$ cat src/verilog/fid_pkg.sv
// Constants, opcode fields and decoded-control types for the 14-bit instruction decoder
package fid_pkg;

  // ********************************
  // Word layout and timing
  // ********************************
  localparam int FID_WORD_W = 14;
  localparam int FID_ADDR_W = 7;
  localparam int FID_BIT_W = 3;
  localparam int FID_LIT_W = 11;
  localparam int FID_PHASES = 4;
  localparam int FID_PHASE_W = 2;
  localparam logic [FID_PHASE_W-1:0] FID_PHASE_LAST = 2'h3;
  localparam logic [FID_PHASE_W-1:0] FID_PHASE_FIRST = 2'h0;

  // ********************************
  // Group prefixes (bits 13:12)
  // ********************************
  localparam logic [1:0] GRP_BYTE = 2'h0;
  localparam logic [1:0] GRP_BIT = 2'h1;
  localparam logic [1:0] GRP_JUMP = 2'h2;
  localparam logic [1:0] GRP_LIT = 2'h3;

  // ********************************
  // Byte-oriented nibbles (bits 11:8)
  // ********************************
  localparam logic [3:0] NIB_MISC = 4'h0;
  localparam logic [3:0] NIB_CLEAR = 4'h1;
  localparam logic [3:0] NIB_SUB_REG = 4'h2;
  localparam logic [3:0] NIB_DEC = 4'h3;
  localparam logic [3:0] NIB_OR_REG = 4'h4;
  localparam logic [3:0] NIB_AND_REG = 4'h5;
  localparam logic [3:0] NIB_XOR_REG = 4'h6;
  localparam logic [3:0] NIB_ADD_REG = 4'h7;
  localparam logic [3:0] NIB_MOVE_REG = 4'h8;
  localparam logic [3:0] NIB_COMPL = 4'h9;
  localparam logic [3:0] NIB_INC = 4'ha;
  localparam logic [3:0] NIB_DEC_SKIP = 4'hb;
  localparam logic [3:0] NIB_ROT_RIGHT = 4'hc;
  localparam logic [3:0] NIB_ROT_LEFT = 4'hd;
  localparam logic [3:0] NIB_SWAP = 4'he;
  localparam logic [3:0] NIB_INC_SKIP = 4'hf;

  // ********************************
  // Fixed control words and literal nibbles
  // ********************************
  localparam logic [7:0] LOW_STANDBY = 8'h63;
  localparam logic [7:0] LOW_CLR_WDOG = 8'h64;
  localparam logic [7:0] LOW_RETURN = 8'h08;
  localparam logic [7:0] LOW_RETURN_INT = 8'h09;
  localparam logic [7:0] LOW_CLEAR_ACC = 8'h03;
  localparam logic [3:0] NIB_OR_LIT = 4'h8;
  localparam logic [3:0] NIB_AND_LIT = 4'h9;
  localparam logic [3:0] NIB_XOR_LIT = 4'ha;

  // ********************************
  // File addresses needing special handling
  // ********************************
  localparam logic [FID_ADDR_W-1:0] FID_TIMER_ADDR = 7'h01;
  localparam logic [FID_ADDR_W-1:0] FID_PORT_LO_ADDR = 7'h05;
  localparam logic [FID_ADDR_W-1:0] FID_PORT_HI_ADDR = 7'h06;

  typedef enum logic [5:0] {
    OP_NOP, OP_MOVE_ACC_REG, OP_CLEAR_REG, OP_CLEAR_ACC, OP_SUB_ACC_FROM_REG, OP_DEC_REG,
    OP_OR_REG_ACC, OP_AND_REG_ACC, OP_XOR_REG_ACC, OP_ADD_REG_ACC, OP_MOVE_REG, OP_COMPL_REG,
    OP_INC_REG, OP_DEC_SKIP_ZERO, OP_ROTATE_RIGHT_CARRY, OP_ROTATE_LEFT_CARRY, OP_SWAP_NIBBLES,
    OP_INC_SKIP_ZERO, OP_CLEAR_BIT, OP_SET_BIT, OP_SKIP_BIT_CLEAR, OP_SKIP_BIT_SET,
    OP_MOVE_LIT, OP_RETURN_LOAD_LIT, OP_OR_LIT_ACC, OP_AND_LIT_ACC, OP_XOR_LIT_ACC,
    OP_SUB_ACC_FROM_LIT, OP_ADD_LIT_ACC, OP_CALL, OP_DIRECT_JUMP, OP_RETURN, OP_RETURN_INT,
    OP_STANDBY, OP_CLEAR_WATCHDOG, OP_UNDEF
  } fid_op_t;

  // Decoded control word handed to the datapath
  typedef struct packed {
    fid_op_t op;
    logic upd_carry;
    logic upd_digit_carry;
    logic upd_zero;
    logic upd_wdog_flags;
    logic dest_file;
    logic [FID_ADDR_W-1:0] file_addr;
    logic [FID_BIT_W-1:0] bit_idx;
    logic [FID_LIT_W-1:0] literal;
    logic pc_change;
    logic cond_skip;
    logic from_pins;
    logic clr_prescaler;
  } fid_ctrl_t;

  localparam fid_ctrl_t FID_CTRL_NOP = '{op: OP_NOP, default: '0};

endpackage

$ cat src/verilog/fid_phase_gen.sv
// Instruction-cycle phase generator: four oscillator periods per cycle
`timescale 1ns/100ps
`default_nettype none
module fid_phase_gen
  import fid_pkg::*;
#(
  parameter int PHASES = FID_PHASES
)
(
  // Clock and reset
  input wire logic clk_in,
  input wire logic rstn_in,
  // Phase outputs
  output logic [FID_PHASE_W-1:0] phase_out,
  output logic cycle_start_out,
  output logic cycle_end_out
);

  logic [FID_PHASE_W-1:0] phase_q;
  localparam logic [FID_PHASE_W-1:0] LAST = FID_PHASE_W'(PHASES - 1);

  // Free-running phase count, wraps after the last phase
  always_ff @(posedge clk_in or negedge rstn_in)
  begin
    if (!rstn_in)
      phase_q <= '0;
    else if (phase_q == LAST)
      phase_q <= '0;
    else
      phase_q <= phase_q + 2'h1;
  end

  assign phase_out = phase_q;
  assign cycle_start_out = (phase_q == FID_PHASE_FIRST);
  assign cycle_end_out = (phase_q == LAST);

endmodule
`default_nettype wire

$ cat src/verilog/fid_decoder.sv
// Top module: decodes 14-bit instruction words into datapath control, with skip and flush sequencing
`timescale 1ns/100ps
`default_nettype none

// Notes on behaviour
// - Register OR, XOR, AND with accumulator change only the zero flag.
// - Register add, register subtract and literal subtract change carry, digit carry, zero.
// - Rotates go through carry and change only the carry flag.
// - Decrement-and-skip skips when result is zero, costing two cycles, no flags.
// - Increment-and-skip skips when result is zero, costing two cycles, no flags.
// - Literal OR, AND, XOR use an 8-bit literal and change only zero.
// - Return-with-literal loads the literal into accumulator and takes two cycles.
// - Bit tests skip on clear or set bit; two cycles when skipping.
// - Standby word updates the watchdog status flags and takes one cycle.
// - Read-modify-write of an I/O port reads pin levels, not the latch.
// - Writing the timer register clears the prescaler when assigned to it.
// - Branches and true tests take two cycles, the second a no-operation.
// - Call and jump carry an 11-bit target and take two cycles.
// - Destination bit zero writes accumulator, one writes the file register.
// - An instruction cycle lasts exactly four oscillator periods.
// - The file address field is seven bits, 0x00 to 0x7F.
module fid_decoder
  import fid_pkg::*;
#(
  parameter logic [FID_ADDR_W-1:0] TIMER_ADDR = FID_TIMER_ADDR,
  parameter logic [FID_ADDR_W-1:0] PORT_LO_ADDR = FID_PORT_LO_ADDR,
  parameter logic [FID_ADDR_W-1:0] PORT_HI_ADDR = FID_PORT_HI_ADDR
)
(
  // Clock and reset
  input wire logic CLK_IN,
  input wire logic RSTN_IN,
  // Program memory word and datapath feedback
  input wire logic [FID_WORD_W-1:0] INSTR_IN,
  input wire logic RESULT_ZERO_IN,
  input wire logic TEST_BIT_IN,
  input wire logic PRESCALE_TO_TIMER_IN,
  // Decoded control and sequencing
  output fid_ctrl_t CTRL_OUT,
  output logic [FID_PHASE_W-1:0] PHASE_OUT,
  output logic CYCLE_END_OUT,
  output logic FLUSH_OUT
);
  import fid_pkg::*;

  // ********************************
  // Types and signals
  // ********************************
  typedef enum logic [1:0] {
    ST_EXEC = 2'b01,
    ST_FLUSH = 2'b10
  } fid_state_t;

  fid_state_t state_q;
  fid_ctrl_t ctrl_q;
  logic cycle_end;
  logic need_flush;

  // ********************************
  // Phase generator
  // ********************************
  fid_phase_gen #(
    .PHASES(FID_PHASES)
  ) u_phase (
    .clk_in(CLK_IN),
    .rstn_in(RSTN_IN),
    .phase_out(PHASE_OUT),
    .cycle_start_out(),
    .cycle_end_out(cycle_end)
  );

  // ********************************
  // Decode function
  // ********************************
  function automatic fid_ctrl_t decode(input logic [FID_WORD_W-1:0] w, input logic psc_timer);
    fid_ctrl_t c;
    logic [3:0] nib;
    logic is_port;
    c = FID_CTRL_NOP;
    nib = w[11:8];
    c.file_addr = w[FID_ADDR_W-1:0]; // 7-bit field in every file operation
    c.bit_idx = w[9:7];
    c.literal = w[FID_LIT_W-1:0];
    c.dest_file = w[7]; // Zero selects accumulator, one selects the file
    c.op = OP_UNDEF;
    case (w[13:12])
      GRP_BYTE:
      begin
        case (nib)
          NIB_MISC:
          begin
            if (w[7])
              c.op = OP_MOVE_ACC_REG;
            else if (w[7:0] == LOW_STANDBY)
              c.op = OP_STANDBY;
            else if (w[7:0] == LOW_CLR_WDOG)
              c.op = OP_CLEAR_WATCHDOG;
            else if (w[7:0] == LOW_RETURN)
              c.op = OP_RETURN;
            else if (w[7:0] == LOW_RETURN_INT)
              c.op = OP_RETURN_INT;
            else if (w[6:5] == 2'h0 && w[3:0] == 4'h0 && w[4] == 1'b0)
              c.op = OP_NOP;
            else
              c.op = OP_UNDEF;
          end
          NIB_CLEAR: c.op = w[7] ? OP_CLEAR_REG : OP_CLEAR_ACC;
          NIB_SUB_REG: c.op = OP_SUB_ACC_FROM_REG;
          NIB_DEC: c.op = OP_DEC_REG;
          NIB_OR_REG: c.op = OP_OR_REG_ACC;
          NIB_AND_REG: c.op = OP_AND_REG_ACC;
          NIB_XOR_REG: c.op = OP_XOR_REG_ACC;
          NIB_ADD_REG: c.op = OP_ADD_REG_ACC;
          NIB_MOVE_REG: c.op = OP_MOVE_REG;
          NIB_COMPL: c.op = OP_COMPL_REG;
          NIB_INC: c.op = OP_INC_REG;
          NIB_DEC_SKIP: c.op = OP_DEC_SKIP_ZERO;
          NIB_ROT_RIGHT: c.op = OP_ROTATE_RIGHT_CARRY;
          NIB_ROT_LEFT: c.op = OP_ROTATE_LEFT_CARRY;
          NIB_SWAP: c.op = OP_SWAP_NIBBLES;
          default: c.op = OP_INC_SKIP_ZERO;
        endcase
      end
      GRP_BIT:
      begin
        case (w[11:10])
          2'h0: c.op = OP_CLEAR_BIT;
          2'h1: c.op = OP_SET_BIT;
          2'h2: c.op = OP_SKIP_BIT_CLEAR;
          default: c.op = OP_SKIP_BIT_SET;
        endcase
        c.dest_file = (w[11:10] == 2'h0) || (w[11:10] == 2'h1);
      end
      GRP_JUMP: c.op = w[11] ? OP_DIRECT_JUMP : OP_CALL; // 11-bit target in literal
      default:
      begin
        c.literal = {3'h0, w[7:0]}; // 8-bit literal
        if (w[11:10] == 2'h0)
          c.op = OP_MOVE_LIT;
        else if (w[11:10] == 2'h1)
          c.op = OP_RETURN_LOAD_LIT;
        else if (nib == NIB_OR_LIT)
          c.op = OP_OR_LIT_ACC;
        else if (nib == NIB_AND_LIT)
          c.op = OP_AND_LIT_ACC;
        else if (nib == NIB_XOR_LIT)
          c.op = OP_XOR_LIT_ACC;
        else if (w[11:9] == 3'h6)
          c.op = OP_SUB_ACC_FROM_LIT;
        else if (w[11:9] == 3'h7)
          c.op = OP_ADD_LIT_ACC;
        else
          c.op = OP_UNDEF;
      end
    endcase
    // Only ops that store a result keep a destination
    case (c.op)
      OP_MOVE_ACC_REG, OP_CLEAR_REG: c.dest_file = 1'b1;
      OP_SUB_ACC_FROM_REG, OP_DEC_REG, OP_OR_REG_ACC, OP_AND_REG_ACC, OP_XOR_REG_ACC,
      OP_ADD_REG_ACC, OP_MOVE_REG, OP_COMPL_REG, OP_INC_REG, OP_DEC_SKIP_ZERO,
      OP_ROTATE_RIGHT_CARRY, OP_ROTATE_LEFT_CARRY, OP_SWAP_NIBBLES, OP_INC_SKIP_ZERO,
      OP_CLEAR_BIT, OP_SET_BIT: c.dest_file = c.dest_file;
      default: c.dest_file = 1'b0;
    endcase
    // Status flag updates
    case (c.op)
      OP_ADD_REG_ACC, OP_SUB_ACC_FROM_REG, OP_SUB_ACC_FROM_LIT, OP_ADD_LIT_ACC:
      begin
        c.upd_carry = 1'b1;
        c.upd_digit_carry = 1'b1;
        c.upd_zero = 1'b1;
      end
      OP_ROTATE_LEFT_CARRY, OP_ROTATE_RIGHT_CARRY: c.upd_carry = 1'b1;
      OP_OR_REG_ACC, OP_XOR_REG_ACC, OP_AND_REG_ACC, OP_OR_LIT_ACC, OP_AND_LIT_ACC,
      OP_XOR_LIT_ACC, OP_CLEAR_REG, OP_CLEAR_ACC, OP_COMPL_REG, OP_DEC_REG, OP_INC_REG,
      OP_MOVE_REG: c.upd_zero = 1'b1;
      OP_STANDBY, OP_CLEAR_WATCHDOG: c.upd_wdog_flags = 1'b1;
      default: c.upd_zero = 1'b0; // Skips, bit ops, accumulator-to-file and literal moves, swap: no flags
    endcase
    // Program counter changes always cost a second cycle
    c.pc_change = (c.op == OP_CALL) || (c.op == OP_DIRECT_JUMP) || (c.op == OP_RETURN) ||
                  (c.op == OP_RETURN_INT) || (c.op == OP_RETURN_LOAD_LIT);
    c.cond_skip = (c.op == OP_DEC_SKIP_ZERO) || (c.op == OP_INC_SKIP_ZERO) ||
                  (c.op == OP_SKIP_BIT_CLEAR) || (c.op == OP_SKIP_BIT_SET);
    // Port rewrites take the pin levels; plain stores do not read the file
    is_port = (c.file_addr == PORT_LO_ADDR) || (c.file_addr == PORT_HI_ADDR);
    c.from_pins = is_port && c.dest_file && (c.op != OP_MOVE_ACC_REG) && (c.op != OP_CLEAR_REG);
    c.clr_prescaler = psc_timer && c.dest_file && (c.file_addr == TIMER_ADDR);
    if (c.op == OP_UNDEF)
      c = FID_CTRL_NOP;
    return c;
  endfunction

  // ********************************
  // Skip and flush sequencing
  // ********************************
  // A true test is sampled at the end of the executing cycle, when the datapath result is stable
  always_comb
  begin
    need_flush = 1'b0;
    if (state_q == ST_EXEC)
    begin
      case (ctrl_q.op)
        OP_DEC_SKIP_ZERO, OP_INC_SKIP_ZERO: need_flush = RESULT_ZERO_IN;
        OP_SKIP_BIT_CLEAR: need_flush = !TEST_BIT_IN;
        OP_SKIP_BIT_SET: need_flush = TEST_BIT_IN;
        default: need_flush = ctrl_q.pc_change;
      endcase
    end
  end

  // State moves only on cycle boundaries of four phases
  always_ff @(posedge CLK_IN or negedge RSTN_IN)
  begin
    if (!RSTN_IN)
      state_q <= ST_EXEC;
    else if (cycle_end)
    begin
      case (state_q)
        ST_EXEC: state_q <= need_flush ? ST_FLUSH : ST_EXEC;
        ST_FLUSH: state_q <= ST_EXEC;
        default: state_q <= ST_EXEC;
      endcase
    end
  end

  // Prefetched word is discarded when a flush is due
  always_ff @(posedge CLK_IN or negedge RSTN_IN)
  begin
    if (!RSTN_IN)
      ctrl_q <= FID_CTRL_NOP;
    else if (cycle_end)
      ctrl_q <= need_flush ? FID_CTRL_NOP : decode(INSTR_IN, PRESCALE_TO_TIMER_IN);
  end

  assign CTRL_OUT = ctrl_q;
  assign CYCLE_END_OUT = cycle_end;
  assign FLUSH_OUT = (state_q == ST_FLUSH);
endmodule
`default_nettype wire

$ cat config.mk
export PLATFORM = sky130hd
export DESIGN_NAME = fid_decoder
export DESIGN_NICKNAME = d
export VERILOG_FILES = /design/src/verilog/fid_pkg.sv /design/src/verilog/fid_phase_gen.sv /design/src/verilog/fid_decoder.sv
export SDC_FILE = /design/constraint.sdc
export NUM_CORES = 1
export LEC_CHECK = 0
export BUFFER_PORTS_ARGS = -buffer_cell sky130_fd_sc_hd__buf_2
export CAP_MARGIN = 20
export CORE_MARGIN = 1.5
export CORE_UTILIZATION = 40
export CTS_CLUSTER_SIZE = 40
export DETAILED_ROUTE_END_ITERATION = 16
export PLACE_DENSITY = 0.64
export RECOVER_POWER = 50
export REMOVE_ABC_BUFFERS = 1
export SLEW_MARGIN = 20
export SYNTH_ARGS = -nofsm -noshare
export SYNTH_HDL_FRONTEND = slang
export SYNTH_SLANG_ARGS = --single-unit
$ cat constraint.sdc
create_clock -name CLK_IN -period 2.3 [get_ports CLK_IN]
set_clock_uncertainty 0.2 [all_clocks]
set_input_delay 0.46 -clock CLK_IN [delete_from_list [all_inputs] [get_ports CLK_IN]]
set_output_delay 0.46 -clock CLK_IN [all_outputs]
set_load 0.05 [all_outputs]
# Word-level counts from Yosys, hierarchy flattened
# Index checks and enable logic that the tools add are counted.
totals:
  elab_cells: 151
  output_inout_bits: 40
  input_bits: 19
  ff_bits: 40
classes:
  n_addsub: 1
  reduce_logical: 30
  n_bitwise: 1
  eq_ne: 70
  mux: 34
op_table:
  columns: ["operator", "n"]
  rows:
  - ["6-bit by 5-bit == test with 1-bit output (second input constant)", 18]
  - ["6-bit one-hot mux with 15 select lines", 1]
  - ["6-bit 2-to-1 mux", 14]
  - ["36-bit 2-to-1 mux", 2]
  - ["6-bit by 4-bit == test with 1-bit output (second input constant)", 9]
  - ["16-bit OR reduction", 2]
  - ["4-bit == test (second input constant)", 7]
  - ["6-bit by 3-bit == test with 1-bit output (second input constant)", 4]
  - ["6-bit == test (second input constant)", 4]
  - ["6-bit one-hot mux with 3 select lines", 1]
  - ["4-bit by 3-bit == test with 1-bit output (second input constant)", 4]
  - ["8-bit by 4-bit == test with 1-bit output (second input constant)", 2]
  - ["8-bit by 7-bit == test with 1-bit output (second input constant)", 2]
  - ["7-bit by 3-bit == test with 1-bit output (second input constant)", 2]
  - ["6-bit by 2-bit == test with 1-bit output (second input constant)", 2]
  - ["11-bit 2-to-1 mux", 1]
  - ["1-bit logical OR", 9]
  - ["3-bit one-hot mux with 3 select lines", 1]
  - ["2-bit == test (second input constant)", 4]
  - ["4-bit by 2-bit == test with 1-bit output (second input constant)", 2]
  - ["4-bit logical NOT", 2]
  - ["1-bit 2-to-1 mux", 8]
  - ["2-bit 2-to-1 mux", 4]
  - ["7-bit by 1-bit == test with 1-bit output (second input constant)", 1]
  - ["17 further kinds", 30]

# Logic depth before layout (Yosys ltp)
logic_depth:
  ltp_word: 21
  ltp_mapped: 11
  depth_no_buf: 10

# Cells and area by module
# From an unflattened synthesis, not the netlist that was laid out.
hier_totals:
  cells_unflattened: 224
  hier_area_um2: 2169.6
by_module_without_submodules:
  columns: ["module", "instances", "area_each_um2", "seq_area_each_um2", "cells_each"]
  rows:
  - ["fid_decoder", 1, 2083.2, 752.0, 217]
  - ["fid_phase_gen", 1, 86.3, 50.0, 7]

# Worst setup path after synthesis
# No wires, ideal clock.
synth_path:
  path_kind: "reg2reg"
  start: "reg u_phase.phase_q[0], in the netlist u_phase.phase_out[0]"
  end: "reg ctrl_q (netlist bit CTRL_OUT[28])"
  setup_time_ns: 0.069
  t_arrival_ns: 2.401
  stages_incl_launch_ff: 7
  t_required_ns: 2.031
  slack_ns: -0.370
  synth_period_minus_slack_ns: 2.670
  n_path_buf: 1
  path_cell_list: "dfrtp_1 ha_1 clkbuf_1 nand3_1 a31o_4 a211o_1 nand3_1"
synth_via:
  elab_chain_cells: 1
synth_rtl:
  columns: ["element", "line_no", "rtl"]
  rows:
  - ["start, declared", "fid_phase_gen.sv:19", "logic [FID_PHASE_W-1:0] phase_q;"]
  - ["start signal, assigned", "fid_phase_gen.sv:30", "phase_q <= phase_q + 2'h1;"]
  - ["2-bit == test", "fid_phase_gen.sv:35", "assign cycle_end_out = (phase_q == LAST);"]
  - ["named net CYCLE_END_OUT", "fid_decoder.sv:41", "output logic CYCLE_END_OUT,"]
  - ["end signal, assigned", "fid_decoder.sv:233", "ctrl_q <= need_flush ? FID_CTRL_NOP : decode(INSTR_IN, PRESCALE_TO_TIMER_IN);"]
  - ["end, declared", "fid_decoder.sv:55", "fid_ctrl_t ctrl_q;"]
# The timed path passes the listed nets, and every way through them passes these cells.
# A chain may end at the register's enable or synchronous reset.

# Worst setup path in the final report
layout_path:
  start: "in INSTR_IN[12]"
  end: "reg ctrl_q (netlist bit CTRL_OUT[1])"
layout_via:
  elab_chain_cells: 12
  word_cells_on_any_way: 36
  classes_between: "eq/ne: 23; mux: 7; reduce/logical: 6"
layout_rtl:
  columns: ["element", "line_no", "rtl"]
  rows:
  - ["start, declared", "fid_decoder.sv:34", "input wire logic [FID_WORD_W-1:0] INSTR_IN,"]
  - ["2-bit == test (tied with other cells)", "fid_decoder.sv:86", "case (w[13:12])"]
  - ["6-bit one-hot mux with 3 select lines", "fid_decoder.sv:86", null]
  - ["6-bit 2-to-1 mux", "fid_decoder.sv:232", "else if (cycle_end)"]
  - ["6-bit by 4-bit == test with 1-bit output (tied with other cells)", "fid_decoder.sv:157", "case (c.op)"]
  - ["16-bit OR reduction or 2-bit OR reduction (tied branches)", "fid_decoder.sv:157", null]
  - ["1-bit one-hot mux with 2 select lines", "fid_decoder.sv:157", null]
  - ["1-bit 2-to-1 mux", "fid_decoder.sv:232", null]
  - ["1-bit logical AND (3 in series)", "fid_decoder.sv:187", "c.from_pins = is_port && c.dest_file && (c.op != OP_MOVE_ACC_REG) && (c.op != OP_CLEAR_REG);"]
  - ["36-bit 2-to-1 mux *", "fid_decoder.sv:189", "if (c.op == OP_UNDEF)"]
  - ["36-bit 2-to-1 mux *", "fid_decoder.sv:233", null]
# Mark *: on every way between the ends. The rest lies on a longest branch, timed or not. The select of a mux whose other input is x is not followed.

==> impl_metrics.py <==
metrics = {
    "detailed_routing": {
        "drt_pass1_iterations": 5,
        "finalWirelength_mm": 6.18,
        "drc": 0,
        "wl_per_cell_um": 15.1,
        "via_count": 2196,
        "drtIter0Drc": 99,
        "routed_via_density": 5.36,
        "ant_nets": 0,
    },
    "floorplanning": {
        "die_h_um": 76.8,
        "pin_count": 59,
        "initial_utilization_pct": 42.2,
        "row_count": 26,
        "die_x_um": 76.8,
        "core-area_um2": 5170,
        "dieArea_um2": 5900,
    },
    "worst_setup_path": {
        "r2r_cells": 9,
        "timing.rr.start": "CTRL_OUT[33]",
        "reg2reg_to": "CTRL_OUT[28]",
        "arrival_ns": 2.35,
        "required_ns": 2.29,
        "startpoint_type": "input pin",
        "path_cells": "buf_8, ha_4, buf_4, nor2_1, nand2_1, nor3_2, a21o_1, buf_4, nand2_1, a211oi_2, o21bai_2, o32ai_2",
        "slowest_delay_ns": 0.26,
        "worstPathMaxFanout": 6,
        "criticalPathCategory": "input pin to register",
        "slowest_stage": "o32ai_2",
        "reg2reg_setup_slack_ns": 0.15,
        "end_kind": "register",
    },
    "logic_synthesis": {
        "synthArstFlopShare_pct": 100,
        "synth_cells": 234,
        "ys.flop_type": "dfrtp_1",
        "synth-edff-count": 0,
        "ys_types": 65,
        "ys_ff_latch": 32,
        "syn_avg_cell_area_um2": 9.32,
        "synth_top_area_share_pct": 35.6,
        "ys_seq_area_share_pct": 36.8,
        "yosys-top-cells-area": "dfrtp_1, a22o_1, buf_4, nand2_1, ha_1",
        "synth_top_area_cell": "dfrtp_1",
        "yosysWarnings": 0,
        "synthesis.area_um2": 2180,
    },
    "placement": {
        "port_buffers": 58,
        "gp_congestion": 0.927,
        "hpwl_mm": 4.27,
    },
    "cts": {
        "path_clk_slew_ns": 0.07,
        "htreeDepth": 2,
        "cts_hold_buffers": 0,
        "clockBufferDepth": 2,
        "clock-sinks": 32,
        "clock_tree.root_cell": "clkbuf_8",
        "numCtsBuffers": 5,
        "cts_tree": "yes",
        "insertion_delay_ns": 0.28,
    },
    "pwr": {
        "sequentialPowerShare_pct": 30.7,
        "peakVddDrop_mv": 0.375,
        "power_density_nw_per_um2": 735,
        "switchingPower_w": 0.00101,
        "p_int_w": 0.00136,
        "switching_share_pct": 42.5,
        "combPwrFrac_pct": 46.6,
        "leakage_nw": 1.46,
        "clkPwrFrac_pct": 22.7,
    },
    "sta": {
        "tightest_slew_ns": 1.76,
        "slew_violations": 33,
        "finalCriticalPeriod_ns": 2.37,
        "finalHoldViolCount": 0,
        "setup_viol": 16,
        "postLayoutSetupSlackWorst_ns": -0.0659,
        "fin_setup_tns_ns": -0.301,
        "timing.fmax_ghz": 0.423,
        "finalCritPeriodShare_pct": 103,
        "rsz0062_at_grt": "true",
        "max_slew_margin_pct": -17.2,
    },
    "cells_and_area": {
        "mostFrequentLayoutCell": "buf_4",
        "drive_gt1_share_pct": 48.2,
        "area_growth_pct": 47.8,
        "finalNetCount": 363,
        "antennaDiodeCount": 0,
        "final_cell_mix": "buf_4, buf_2, dfrtp_1",
        "finalCoreUtilization_pct": 62.3,
    },
    "global_routing": {
        "grt_pass1_wl_mm": 9.69,
        "overflow": 0,
        "antenna_found_initial": 0,
        "grt_pass1_vias": 2063,
        "grt_max_degree": 33,
        "grt_util_all_layers_pct": 20.5,
    },
    "hold_path": {
        "min_to": "CTRL_OUT[22]",
        "hp-class": "input pin to register",
        "hold_depth": 2,
        "min_from": "INSTR_IN[4]",
    },
    "status": {
        "status": "finished with violations",
        "violations": "capacitance limit, slew limit, setup timing",
    },
    "flow_run": {
        "drv_cap": 1,
    },
}
==> worst max-delay path by stage <==
stage	end	cells after the start	start
after floorplan	CTRL_OUT[29]	5	u_phase.phase_out[0]
final	CTRL_OUT[1]	12	INSTR_IN[12]
after detailed placement	CTRL_OUT[0]	10	INSTR_IN[12]
after CTS	CTRL_OUT[1]	10	INSTR_IN[12]
after global routing	CTRL_OUT[1]	12	INSTR_IN[12]
after global placement	CTRL_OUT[22]	11	INSTR_IN[12]
==> routing by layer <==
metal	vias up	wire length (um)	global-route usage (%)
li1	1067	-	-
met3	16	245	3.93
met4	0	137	7.22
met1	1037	2840	28.4
met2	76	2960	31.6
met5	-	0	0
==> area by class of cell <==
cell class	count	area, um2
Clock buffer	6	72.6
Clock inverter	2	35.0
Fill cell	431	1950
Inverter	12	47.5
Multi-Input combinational cell	166	1340
Sequential cell	32	802
Tap cell	70	87.6
Timing Repair Buffer	122	836
==> critical path: cells and delay by family <==
family                   cells  cell delay [ns]
adder cells (fa/ha/maj)      1             0.17
AND/OR/NAND/NOR              4             0.61
buffers and inverters        3             0.40
AO/OA/AOI/OAI                4             0.70
==> cells by family after synthesis <==
kind of cell	after synthesis	share of synthesized area [%]
simple gates	87	22.3
mux	2	0.918
fa+ha+maj	6	3.38
compound gates	69	25.6
xor+xnor	2	1.15
buf+inv	36	9.87
flops	32	36.8
==> timing repair <==
item | CTS | global route
setup endpoints to repair | 24 | 24
gates cloned | 0 | 0
gates resized for setup | 27 | 29
pin swaps | 13 | 14
setup buffers | 4 | 3
==> power by group through the flow <==
| stage | logic, W | clock network, W | registers (W) |
|---|---|---|---|
| 2_1_floorplan | 0.000272 | 0 | 0.00115 |
| 3_3_place_gp | 0.00103 | 0 | 0.000733 |
| 3_5_place_dp | 0.00104 | 0 | 0.000740 |
| 4_1_cts | 0.00107 | 0.000541 | 0.000729 |
| 5_1_grt | 0.00117 | 0.000574 | 0.000746 |
| 6_report | 0.00110 | 0.000537 | 0.000729 |
==> cell usage after synthesis, types with 2 or more instances <==
cell and instances:
ha_1 5, buf_2 4, nor2b_1 2, dfrtp_1 31, nand4_1 5, buf_6 4
nor2_1 16, a21oi_1 9, or3_1 3, o21ai_1 3, o2bb2ai_1 6, clkbuf_1 4
and3_1 3, a22o_1 15, nor3_1 8, and2_1 3, nand3_1 11, nand2_1 21
o32ai_1 3, buf_4 12, a211o_1 2, a22oi_1 2, mux2i_1 2, o211ai_1 2
nor3_2 2, o21ai_0 6, nor3b_1 2, inv_1 11
==> sequential cells by signal, indices dropped and copies added (netlist names) <==
signal and count:
u_phase.phase_out 2, CTRL_OUT 28, state_q 2
==> through the flow <==
stage	total power (W)	setup WS [ns]	instances	instance area [um2]	hold slack [ns]
finish	0.00237	-0.0659	410	3220	0.232
global route	0.00249	-0.182	410	3220	0.228
CTS	0.00234	-0.00979	407	3090	0.0569
detailed placement	0.00178	-0.486	395	2840	0.245
global placement	0.00177	-0.417	395	2840	0.234
floorplan	0.00142	-0.372	210	2010	-0.0356
Power figures use the tool's default switching activity.
